===== config.mk =====
export PLATFORM = sky130hd
export DESIGN_NAME = ufc_ctrl
export DESIGN_NICKNAME = d
export VERILOG_FILES = /design/src/ufc_pkg.sv /design/src/ufc_fifo.sv /design/src/ufc_ctrl.sv
export SDC_FILE = /design/constraint.sdc
export NUM_CORES = 1
export LEC_CHECK = 0
export BUFFER_PORTS_ARGS = -buffer_cell sky130_fd_sc_hd__buf_2
export CAP_MARGIN = 10
export CORE_MARGIN = 3
export CORE_UTILIZATION = 49
export DETAILED_ROUTE_END_ITERATION = 6
export PLACE_DENSITY = 0.75
export RECOVER_POWER = 100
export SETUP_SLACK_MARGIN = 0.05
export SLEW_MARGIN = 15
export SYNTH_ARGS = -nofsm -noshare
export SYNTH_HDL_FRONTEND = slang
export SYNTH_SLANG_ARGS = --single-unit

===== constraint.sdc =====
create_clock -name mclk_in -period 6.1 [get_ports mclk_in]
set_clock_uncertainty 0.15 [all_clocks]
set_input_delay 0 -clock mclk_in [delete_from_list [all_inputs] [get_ports mclk_in]]
set_output_delay 0 -clock mclk_in [all_outputs]
set_load 0.1 [all_outputs]

===== src/ufc_pkg.sv =====
// Package for the UART flow, power and interrupt control block.
// Assumes a single 40 MHz clock domain and an 8-bit register port.
package ufc_pkg;
  // Register offsets
  localparam logic [7:0] ADDR_RX_FIFO_READ = 8'h00;
  localparam logic [7:0] ADDR_IRQ_ENABLE = 8'h01;
  localparam logic [7:0] ADDR_IRQ_SUMMARY = 8'h02;
  localparam logic [7:0] ADDR_LINE_IRQ_EN = 8'h03;
  localparam logic [7:0] ADDR_SPCL_EVENTS = 8'h04;
  localparam logic [7:0] ADDR_SPCL_EVENT_EN = 8'h05;
  localparam logic [7:0] ADDR_STATUS_EVENTS = 8'h06;
  localparam logic [7:0] ADDR_STATUS_EVENT_EN = 8'h07;
  localparam logic [7:0] ADDR_MODE_ONE = 8'h08;
  localparam logic [7:0] ADDR_FLOW_CONFIG = 8'h09;
  localparam logic [7:0] ADDR_FLOW_LEVELS = 8'h0a;
  localparam logic [7:0] ADDR_TRIG_LEVELS = 8'h0b;
  localparam logic [7:0] ADDR_RESUME_FIRST = 8'h0c;
  localparam logic [7:0] ADDR_RESUME_SECOND = 8'h0d;
  localparam logic [7:0] ADDR_STOP_FIRST = 8'h0e;
  localparam logic [7:0] ADDR_STOP_SECOND = 8'h0f;
  localparam logic [7:0] ADDR_LINE_STATUS = 8'h10;
  localparam logic [7:0] ADDR_REVISION = 8'h11;
  // Field positions
  localparam int MODE_TX_DISABLE_BIT = 1;
  localparam int MODE_FORCE_SLEEP_BIT = 5;
  localparam int MODE_AUTOSLEEP_BIT = 6;
  localparam int MODE_IRQ_SELECT_BIT = 7;
  localparam int SUM_LINE_BIT = 0;
  localparam int SUM_SPCL_BIT = 1;
  localparam int SUM_STATUS_BIT = 2;
  localparam int SUM_RX_TRIG_BIT = 3;
  localparam int SUM_TX_TRIG_BIT = 4;
  localparam int SUM_TX_EMPTY_BIT = 5;
  localparam int SUM_RX_EMPTY_BIT = 6;
  localparam int STS_CLOCK_READY_BIT = 5;
  localparam int SPCL_RESUME_BIT = 0;
  localparam int SPCL_STOP_BIT = 1;
  // Reset values
  localparam logic [7:0] SUMMARY_RESET = 8'h60;
  localparam logic [7:0] REVISION_VALUE = 8'ha5; // Arbitrary value
  // Timing
  localparam int CLK_PERIOD_NS = 25;
  localparam int INIT_DELAY_NS = 1000;
  localparam int INIT_DELAY_CYC = (INIT_DELAY_NS + CLK_PERIOD_NS - 1) / CLK_PERIOD_NS;
  localparam int CLOCK_STABLE_NS = 500;
  localparam int CLOCK_STABLE_CYC = (CLOCK_STABLE_NS + CLK_PERIOD_NS - 1) / CLK_PERIOD_NS;
  localparam int IDLE_CHARS = 65536;

  typedef enum logic [1:0]
  {
    TXS_IDLE = 2'b00,
    TXS_FIRST = 2'b01,
    TXS_SECOND = 2'b10
  } ufc_flow_tx_t;

  typedef struct packed
  {
    logic [7:0] addr;
    logic [7:0] wdata;
    logic wr;
    logic rd;
  } ufc_reg_req_t;
endpackage : ufc_pkg


===== src/ufc_fifo.sv =====
// Small synchronous FIFO with valid/ready on both sides.
// Assumes one clock; full and empty are exact.
`timescale 1ns/1ps
module ufc_fifo #(
  parameter int WIDTH = 8,
  parameter int DEPTH = 4
) (
  // Clock and reset
  input wire logic clk_in,
  input wire logic reset_in,
  // Fill side
  input wire logic in_valid_in,
  output logic in_ready_out,
  input wire logic [WIDTH-1:0] in_data_in,
  // Drain side
  output logic out_valid_out,
  input wire logic out_ready_in,
  output logic [WIDTH-1:0] out_data_out,
  // Fill level
  output logic [$clog2(DEPTH+1)-1:0] count_out
);
  localparam int AW = $clog2(DEPTH);
  logic [WIDTH-1:0] mem_reg [DEPTH];
  logic [AW-1:0] wp_reg;
  logic [AW-1:0] rp_reg;
  logic [$clog2(DEPTH+1)-1:0] cnt_reg;
  wire push = in_valid_in && in_ready_out;
  wire pop = out_valid_out && out_ready_in;

  assign in_ready_out = (cnt_reg != DEPTH[$clog2(DEPTH+1)-1:0]);
  assign out_valid_out = (cnt_reg != '0);
  assign out_data_out = mem_reg[rp_reg];
  assign count_out = cnt_reg;

  always_ff @(posedge clk_in or posedge reset_in)
  begin
    if (reset_in)
    begin
      wp_reg <= '0;
      rp_reg <= '0;
      cnt_reg <= '0;
    end
    else
    begin
      if (push)
        wp_reg <= (wp_reg == AW'(DEPTH - 1)) ? '0 : wp_reg + 1'b1;
      if (pop)
        rp_reg <= (rp_reg == AW'(DEPTH - 1)) ? '0 : rp_reg + 1'b1;
      if (push && !pop)
        cnt_reg <= cnt_reg + 1'b1;
      else if (pop && !push)
        cnt_reg <= cnt_reg - 1'b1;
    end
  end

  always_ff @(posedge clk_in)
  begin
    if (push)
      mem_reg[wp_reg] <= in_data_in;
  end
endmodule : ufc_fifo


===== src/ufc_ctrl.sv =====
// UART flow control, power modes and interrupt structure.
// Assumes a character-level receiver/transmitter outside; registers on an 8-bit port.
`timescale 1ns/1ps
module ufc_ctrl
  import ufc_pkg::*;
#(
  parameter int FIFO_DEPTH = 4,
  parameter int CHAR_CYCLES = 400,
  parameter int IDLE_CYCLES = 26214400
) (
  // Clock and reset
  input wire logic mclk_in,
  input wire logic reset_in,
  // Register port
  input wire ufc_reg_req_t reg_req_in,
  output logic [7:0] reg_rdata_out,
  // Receiver character stream
  input wire logic rx_valid_in,
  input wire logic [7:0] rx_data_in,
  input wire logic [5:0] line_status_in,
  // Transmitter interface
  input wire logic tx_busy_in,
  input wire logic [$clog2(FIFO_DEPTH+1)-1:0] tx_level_in,
  output logic tx_halt_out,
  output logic flow_valid_out,
  output logic [7:0] flow_data_out,
  input wire logic flow_ready_in,
  // Input pins watched for activity
  input wire logic [3:0] gpio_in,
  input wire logic rx_pin_in,
  input wire logic cts_pin_in,
  // Power and interrupt
  output logic clocks_run_out,
  output logic irq_n_out
);
  localparam int CW = $clog2(FIFO_DEPTH+1);

  // Registers
  logic [7:0] irq_en_reg, line_en_reg, spcl_en_reg, sts_en_reg, mode_reg;
  logic [7:0] flow_cfg_reg, levels_reg, trig_reg;
  logic [7:0] res1_reg, res2_reg, stop1_reg, stop2_reg;
  logic [7:0] summary_reg, spcl_reg, sts_reg, rdata_reg;
  logic [7:0] summary_next, spcl_next, sts_next;
  logic halted_reg, rx_stop_sent_reg, ready_reg, asleep_reg, irq_n_reg;
  logic wait_second_reg, clocks_run_reg;
  logic [15:0] init_cnt_reg;
  logic [15:0] stable_cnt_reg;
  logic [31:0] idle_cnt_reg;
  logic [5:0] pins_prev_reg;
  logic [7:0] first_char_reg;
  ufc_flow_tx_t ftx_reg;
  logic send_stop_reg;

  // Decode
  wire wr = reg_req_in.wr;
  wire rd = reg_req_in.rd;
  wire [7:0] a = reg_req_in.addr;
  wire rd_summary = rd && (a == ADDR_IRQ_SUMMARY);
  wire rd_spcl = rd && (a == ADDR_SPCL_EVENTS);
  wire rd_sts = rd && (a == ADDR_STATUS_EVENTS);
  wire rd_fifo = rd && (a == ADDR_RX_FIFO_READ);
  wire sleeping = mode_reg[MODE_FORCE_SLEEP_BIT] || asleep_reg;

  // Flow configuration fields
  wire tx_flow_on = |flow_cfg_reg[5:4];
  wire rx_flow_on = |flow_cfg_reg[7:6];
  wire dual = flow_cfg_reg[3];
  wire [3:0] halt_lvl = levels_reg[3:0];
  wire [3:0] resume_lvl = levels_reg[7:4];

  // Character matching
  wire rx_ok = rx_valid_in && !sleeping;
  wire m_stop1 = (rx_data_in == stop1_reg);
  wire m_res1 = (rx_data_in == res1_reg);
  wire m_stop2 = wait_second_reg && (rx_data_in == stop2_reg) && (first_char_reg == stop1_reg);
  wire m_res2 = wait_second_reg && (rx_data_in == res2_reg) && (first_char_reg == res1_reg);
  wire got_stop = tx_flow_on && rx_ok && (dual ? m_stop2 : m_stop1);
  wire got_res = tx_flow_on && rx_ok && (dual ? m_res2 : m_res1);
  // A held first byte is dropped even if no pair follows; limitation of pair matching
  wire first_hold = tx_flow_on && dual && rx_ok && (m_stop1 || m_res1);
  wire drop = got_stop || got_res || first_hold;

  // Receive FIFO
  logic rx_fifo_vld;
  logic [7:0] rx_fifo_data;
  logic [CW-1:0] rx_count;
  ufc_fifo #(.WIDTH(8), .DEPTH(FIFO_DEPTH)) rx_fifo (
    .clk_in(mclk_in),
    .reset_in(reset_in),
    .in_valid_in(rx_ok && !drop),
    .in_ready_out(),
    .in_data_in(rx_data_in),
    .out_valid_out(rx_fifo_vld),
    .out_ready_in(rd_fifo),
    .out_data_out(rx_fifo_data),
    .count_out(rx_count)
  );

  // Levels
  wire [4:0] rxc = 5'(rx_count);
  wire [4:0] txc = 5'(tx_level_in);
  wire rx_trig = (trig_reg[7:4] != 4'h0) && (rxc >= {1'b0, trig_reg[7:4]});
  wire tx_trig = (trig_reg[3:0] != 4'h0) && (txc >= {1'b0, trig_reg[3:0]});
  wire need_stop = rx_flow_on && !rx_stop_sent_reg && (rxc >= {1'b0, halt_lvl});
  wire need_res = rx_flow_on && rx_stop_sent_reg && (rxc <= {1'b0, resume_lvl});

  // Sender outputs follow the next state, so valid and data change together
  wire flow_take = flow_valid_out && flow_ready_in;
  wire flow_start = need_stop || need_res;
  wire stop_next = (ftx_reg == TXS_IDLE) ? need_stop : send_stop_reg;
  ufc_flow_tx_t ftx_next;
  assign ftx_next = (ftx_reg == TXS_IDLE) ? (flow_start ? TXS_FIRST : TXS_IDLE)
                    : !flow_take ? ftx_reg
                    : (ftx_reg == TXS_FIRST && dual) ? TXS_SECOND : TXS_IDLE;

  // Interrupt aggregation
  wire line_any = |(line_status_in & line_en_reg[5:0]);
  wire sts_any = |(sts_reg & sts_en_reg);
  wire spcl_any = |(spcl_reg & spcl_en_reg);
  wire irq_pending = |(summary_reg & irq_en_reg);
  wire pins_moved = ({gpio_in, rx_pin_in, cts_pin_in} != pins_prev_reg);
  wire fifos_empty = !rx_fifo_vld && (tx_level_in == '0);

  always_comb
  begin
    sts_next = rd_sts ? 8'h00 : sts_reg;
    if (stable_cnt_reg == 16'(CLOCK_STABLE_CYC))
      sts_next[STS_CLOCK_READY_BIT] = 1'b1;
    spcl_next = rd_spcl ? 8'h00 : spcl_reg;
    if (got_res)
      spcl_next[SPCL_RESUME_BIT] = 1'b1;
    if (got_stop)
      spcl_next[SPCL_STOP_BIT] = 1'b1;
    summary_next = rd_summary ? 8'h00 : summary_reg;
    summary_next[SUM_LINE_BIT] = summary_next[SUM_LINE_BIT] | line_any;
    summary_next[SUM_SPCL_BIT] = summary_next[SUM_SPCL_BIT] | got_stop | got_res;
    summary_next[SUM_STATUS_BIT] = summary_next[SUM_STATUS_BIT] | sts_any;
    summary_next[SUM_RX_TRIG_BIT] = summary_next[SUM_RX_TRIG_BIT] | rx_trig;
    summary_next[SUM_TX_TRIG_BIT] = (summary_next[SUM_TX_TRIG_BIT] | tx_trig) & tx_trig;
    summary_next[SUM_TX_EMPTY_BIT] = summary_next[SUM_TX_EMPTY_BIT] | (tx_level_in == '0);
    summary_next[SUM_RX_EMPTY_BIT] = summary_next[SUM_RX_EMPTY_BIT] | !rx_fifo_vld;
  end

  // Read data mux
  logic [7:0] rmux;
  always_comb
  begin
    unique case (a)
      ADDR_RX_FIFO_READ: rmux = rx_fifo_data;
      ADDR_IRQ_ENABLE: rmux = irq_en_reg;
      ADDR_IRQ_SUMMARY: rmux = summary_reg;
      ADDR_LINE_IRQ_EN: rmux = line_en_reg;
      ADDR_SPCL_EVENTS: rmux = spcl_reg;
      ADDR_SPCL_EVENT_EN: rmux = spcl_en_reg;
      ADDR_STATUS_EVENTS: rmux = sts_reg;
      ADDR_STATUS_EVENT_EN: rmux = sts_en_reg;
      ADDR_MODE_ONE: rmux = mode_reg;
      ADDR_FLOW_CONFIG: rmux = flow_cfg_reg;
      ADDR_FLOW_LEVELS: rmux = levels_reg;
      ADDR_TRIG_LEVELS: rmux = trig_reg;
      ADDR_RESUME_FIRST: rmux = res1_reg;
      ADDR_RESUME_SECOND: rmux = res2_reg;
      ADDR_STOP_FIRST: rmux = stop1_reg;
      ADDR_STOP_SECOND: rmux = stop2_reg;
      ADDR_LINE_STATUS: rmux = {2'b00, line_status_in};
      ADDR_REVISION: rmux = ready_reg ? REVISION_VALUE : 8'h00;
      default: rmux = 8'h00;
    endcase
  end

  // Register writes; reset acts as shutdown and clears everything
  always_ff @(posedge mclk_in or posedge reset_in)
  begin
    if (reset_in)
    begin
      irq_en_reg <= 8'h00;
      line_en_reg <= 8'h00;
      spcl_en_reg <= 8'h00;
      sts_en_reg <= 8'h00;
      mode_reg <= 8'h00;
      flow_cfg_reg <= 8'h00;
      levels_reg <= 8'h00;
      trig_reg <= 8'h00;
      res1_reg <= 8'h00;
      res2_reg <= 8'h00;
      stop1_reg <= 8'h00;
      stop2_reg <= 8'h00;
    end
    else if (wr)
    begin
      unique case (a)
        ADDR_IRQ_ENABLE: irq_en_reg <= reg_req_in.wdata;
        ADDR_LINE_IRQ_EN: line_en_reg <= reg_req_in.wdata;
        ADDR_SPCL_EVENT_EN: spcl_en_reg <= reg_req_in.wdata;
        ADDR_STATUS_EVENT_EN: sts_en_reg <= reg_req_in.wdata;
        ADDR_MODE_ONE: mode_reg <= reg_req_in.wdata;
        ADDR_FLOW_CONFIG: flow_cfg_reg <= reg_req_in.wdata;
        ADDR_FLOW_LEVELS: levels_reg <= reg_req_in.wdata;
        ADDR_TRIG_LEVELS: trig_reg <= reg_req_in.wdata;
        ADDR_RESUME_FIRST: res1_reg <= reg_req_in.wdata;
        ADDR_RESUME_SECOND: res2_reg <= reg_req_in.wdata;
        ADDR_STOP_FIRST: stop1_reg <= reg_req_in.wdata;
        ADDR_STOP_SECOND: stop2_reg <= reg_req_in.wdata;
        default: ;
      endcase
    end
  end

  // Event registers and read data
  always_ff @(posedge mclk_in or posedge reset_in)
  begin
    if (reset_in)
    begin
      summary_reg <= SUMMARY_RESET;
      spcl_reg <= 8'h00;
      sts_reg <= 8'h00;
      rdata_reg <= 8'h00;
    end
    else
    begin
      summary_reg <= summary_next;
      spcl_reg <= spcl_next;
      sts_reg <= sts_next;
      if (rd)
        rdata_reg <= rmux;
    end
  end

  // Transmit halt from received characters; pair tracking
  always_ff @(posedge mclk_in or posedge reset_in)
  begin
    if (reset_in)
    begin
      halted_reg <= 1'b0;
      wait_second_reg <= 1'b0;
      first_char_reg <= 8'h00;
    end
    else
    begin
      if (!tx_flow_on)
        halted_reg <= 1'b0;
      else if (got_stop)
        halted_reg <= 1'b1;
      else if (got_res)
        halted_reg <= 1'b0;
      if (rx_ok)
      begin
        wait_second_reg <= first_hold && !wait_second_reg;
        first_char_reg <= rx_data_in;
      end
    end
  end

  // Automatic stop/resume sender
  always_ff @(posedge mclk_in or posedge reset_in)
  begin
    if (reset_in)
    begin
      ftx_reg <= TXS_IDLE;
      rx_stop_sent_reg <= 1'b0;
      send_stop_reg <= 1'b0;
    end
    else
    begin
      unique case (ftx_reg)
        TXS_IDLE:
          if (need_stop || need_res)
          begin
            send_stop_reg <= need_stop;
            rx_stop_sent_reg <= need_stop;
            ftx_reg <= TXS_FIRST;
          end
        TXS_FIRST:
          if (flow_take)
            ftx_reg <= dual ? TXS_SECOND : TXS_IDLE;
        TXS_SECOND:
          if (flow_take)
            ftx_reg <= TXS_IDLE;
        default: ftx_reg <= TXS_IDLE;
      endcase
      if (!rx_flow_on)
        rx_stop_sent_reg <= 1'b0;
    end
  end

  // Sleep, wake, initialization and interrupt pin
  always_ff @(posedge mclk_in or posedge reset_in)
  begin
    if (reset_in)
    begin
      asleep_reg <= 1'b0;
      idle_cnt_reg <= '0;
      pins_prev_reg <= '0;
      stable_cnt_reg <= '0;
      init_cnt_reg <= '0;
      ready_reg <= 1'b0;
      irq_n_reg <= 1'b0;
      clocks_run_reg <= 1'b0;
    end
    else
    begin
      pins_prev_reg <= {gpio_in, rx_pin_in, cts_pin_in};
      if (!mode_reg[MODE_AUTOSLEEP_BIT] || pins_moved || !fifos_empty || irq_pending)
        idle_cnt_reg <= '0;
      else if (idle_cnt_reg != 32'(IDLE_CYCLES))
        idle_cnt_reg <= idle_cnt_reg + 32'd1;
      if (!mode_reg[MODE_AUTOSLEEP_BIT] || pins_moved)
        asleep_reg <= 1'b0;
      else if (idle_cnt_reg == 32'(IDLE_CYCLES))
        asleep_reg <= 1'b1;
      clocks_run_reg <= ready_reg && !sleeping;
      // Counts only while clocks run, so each wake restarts the settle time
      if (sleeping || !ready_reg)
        stable_cnt_reg <= '0;
      else if (stable_cnt_reg <= 16'(CLOCK_STABLE_CYC))
        stable_cnt_reg <= stable_cnt_reg + 16'd1;
      if (init_cnt_reg != 16'(INIT_DELAY_CYC))
        init_cnt_reg <= init_cnt_reg + 16'd1;
      else
        ready_reg <= 1'b1;
      if (!ready_reg)
        irq_n_reg <= 1'b0;
      else if (!mode_reg[MODE_IRQ_SELECT_BIT])
        irq_n_reg <= 1'b1;
      else
        irq_n_reg <= !(|(summary_next & irq_en_reg));
    end
  end

  // Outputs
  always_ff @(posedge mclk_in or posedge reset_in)
  begin
    if (reset_in)
    begin
      tx_halt_out <= 1'b1;
      flow_valid_out <= 1'b0;
      flow_data_out <= 8'h00;
    end
    else
    begin
      tx_halt_out <= halted_reg || sleeping || mode_reg[MODE_TX_DISABLE_BIT];
      flow_valid_out <= (ftx_next != TXS_IDLE);
      flow_data_out <= (ftx_next == TXS_SECOND) ? (stop_next ? stop2_reg : res2_reg)
                       : (stop_next ? stop1_reg : res1_reg);
    end
  end

  assign reg_rdata_out = rdata_reg;
  assign irq_n_out = irq_n_reg;
  assign clocks_run_out = clocks_run_reg;
endmodule : ufc_ctrl


==> run summary <==
Including well taps, the total number of placed cells is 1387. The register clock-pin slew on the reported worst setup and hold paths was 60 ps. The routed wirelength normalized by instance count is 21.09 µm. Clock tree synthesis found a total of 252 sinks. Detailed-router iteration count before antenna repair: 5. The count of nets left with antenna violations after detail routing was 0.

The post-cts sizing count is 0. The run gives 2474 ps as the minimum setup slack after placement. The depth of the worst register-to-register path came out at 5.

For this run, design rule violations remaining after detail routing come to 0. The min-delay analysis places its worst path in the category primary input to register. The biggest fanout along the worst timing path is 17. The library cells used most frequently in the layout, excluding fill and tap cells, are dfrtp_1 (217), mux2_2 (110), xor2_1 (76). The area of the mapped netlist came out at 12500 µm².

The final period utilization is 0.6354. The flow ran to the end, but the final reports show violations. The die extent in x came out at 165.7 µm. The worst-case hold slack is -92.47 ps. Based on the critical path, the design can be clocked at up to 258.0 MHz. The final hold violation count came out at 1. Counting both buffers and inverters, the worst setup path holds a total of 0. For this block, the initial DRC count from the detailed router was 838.

The first global-routing pass estimated 49.94 mm of wire. Averaged over all synthesized cells, the footprint is 12.05 µm². For the portion of the post-synthesis area used by sequential elements, the log shows 0.5177. STA classifies the critical path endpoint as a register. The area share of the leading cell type in the synthesized netlist is 0.4345. By area the synthesized netlist is led by dfrtp_1 (43%), mux2_2 (10%), edfxtp_1 (7.7%). The worst hold path was traced through 4 stages.

After floorplanning, the core was divided into 57 placement rows. For this design the ratio of total power to cell area is 299.1 nW/µm². The share of synthesized flip-flops with an asynchronous set or reset was 0.8730; the aggregate global routing overflow was 0.

Buffer depth of the longest clock path: 3. STA classifies the critical path startpoint as a register. TritonCTS built the clock tree. Dividing the detail-routed via count by the number of cells gives 5.823.

The tool flagged a number of max-cap violations equal to 4. The repair_antennas step left the layout with diodes totalling 0. The weighted congestion at the end of routability-driven global placement is 0.9525, and the flip-flop and latch count after synthesis is 252.

At the pin with the least slew margin, the transition time is 3024 ps. Yosys mapped a number of flops with a built-in enable equal to 32. After the flow finishes, the layout carries non-filler instances totaling 1484. The area growth from synthesis to layout is 13.60%.

The tools report the starting utilization of the core area as 0.5064. Buffers placed on the I/O ports in this run total 64. The share of cells above drive strength 1 was 0.1784. For the number of nets in the layout, the log shows 1211.

Grouping stages by cell kind, the critical path spends the most delay in compound AO/OA/AOI/OAI gates. The final reports fail on hold timing, capacitance limit, slew limit. The share of the core filled with cells in the final layout is 0.5753.

Walking the worst path, the cells encountered are nor2b_1, nand2_1, o21ai_0, mux2i_1, mux2i_1. Setup violations remaining at the end of the flow were counted as 0. Yosys printed 0 warnings. The most used flip-flop cell after synthesis is dfrtp_1. Summed over all nets, the half-perimeter wirelength after detailed placement is 21.84 mm. The tools report the global-route usage over all layers as 0.2252.

The count of cell instances traversed by the critical path is 5. The run gives 8916 as the via count of the first global-routing pass. Entering global routing, the biggest net connects 73 pins. The largest incremental delay on the critical path was 2240 ps.

Across the VDD grid, the largest voltage drop is 0.2511 mV. The cell that appears most often on the critical path is mux2i_1. The die is 165.7 µm tall. The run gives 113 as the total count of max-transition violations in the final report.

The number of top-level pins was 66. The post-route setup TNS came out at 0 ps. The tools report the CTS root buffer as clkbuf_16. Minimum clock period: 3876 ps. The area of the core region was 24680 µm²; the distinct cell type count after synthesis was 70.

For the worst-skew pair, the clock arrives at the later sink with an insertion delay of 530 ps. Cell type of the slowest stage on the worst timing path: o21ai_0. The number of cells produced by synthesis is 1037, and the final wirelength is 31.30 mm. The run gives 0.006238 µW as the leakage power figure. The cell type with the largest total area after synthesis was dfrtp_1. The final worst setup slack is 2224 ps, and the number of CTS-inserted buffers is 27. The die covers 27460 µm². For the detailed-route via count, the log shows 8642. Setup repair after global routing left no endpoint under its margin.

The library cell used most frequently in the layout, excluding fill and tap cells, is dfrtp_1. The run gives 4150 ps as the signal arrival time at the worst endpoint. The number of antenna violations at the first check in global routing was 0. For the normalized max-slew margin, the log shows -1.038.

For the CTS H-tree depth, the log shows 1. The setup path with the least slack is of type register to register. Counting every net in the synthesized netlist gives 1108. STA puts the critical path data required time at 6370 ps.
timing repair:
action / 4_1_cts / 5_1_grt
setup buffers: 0 / 0
hold buffers: 48 / 0
hold endpoints to repair: 200 / 0
cells by family after synthesis:
group,Yosys count,share of synthesized area
buf+inv,76,0.02753
fa+ha+maj,25,0.02563
mux,153,0.1427
xor+xnor,102,0.07149
flops,252,0.5177
compound gates,124,0.07189
simple gates,305,0.1431
report_power, final:
group,switching [µW],total (µW),internal [µW]
combinational,356,590,234
clock,653,1690,1040
sequential,119,1960,1840
final timing paths:
path                            startpoint               end  slack [ps]
min reg2reg                  send_stop_reg     send_stop_reg         320
max in group asynchronous         reset_in  pins_prev_reg[5]        2590
min                         reg_req_in[12]  reg_rdata_out[2]         -90
min in group asynchronous         reset_in  flow_data_out[2]         280
max                        flow_cfg_reg[3]  flow_data_out[4]        2220
max reg2reg                flow_cfg_reg[3]  flow_data_out[4]        2220
synth_stat cells (all sizes together) (12+ instances only):
cell type,number
dfrtp,217
mux2,111
xor2,76
nand2,65
nor2,62
clkbuf,35
inv,33
mux2i,33
nand3,33
edfxtp,32
nor4,32
a22oi,28
xnor2,26
ha,24
nand4,21
and3,19
nor3,18
o21ai,18
a21oi,16
and2,12
per-stage QoR:
step / hold slack (ps) / cell area [µm²] / total power, µW
2_1_floorplan: -118.6 / 12500 / 2389
3_3_place_gp: -16.77 / 13050 / 2549
3_5_place_dp: -13.25 / 13050 / 2576
4_1_cts: 4.714 / 14460 / 4292
5_1_grt: -77.44 / 14200 / 4424
6_report: -92.47 / 14200 / 4246
layout make-up:
type	instances	area, µm²
Fill cell	2067	10480
Multi-Input combinational cell	709	5478
Tap cell	324	405.4
Clock buffer	40	805.8
Sequential cell	252	6470
Inverter	34	130.1
Timing Repair Buffer	116	778.2
Clock inverter	9	128.9
tightest hold or removal path, stage by stage:
cell and delay [ps]:
buf_2 230, nor3_2 130, nand2_1 70, a32oi_1 90
layer usage:
metal | vias up | GRT usage | part of all wire
met2 | 257 | 0.3662 | 0.47
met3 | 66 | 0.03527 | 0.057
met4 | 0 | 0.09476 | 0.043
met5 | - | 0 | 0
met1 | 4339 | 0.3036 | 0.43
li1 | 3980 | - | -
(Power assumes the default switching activity.)
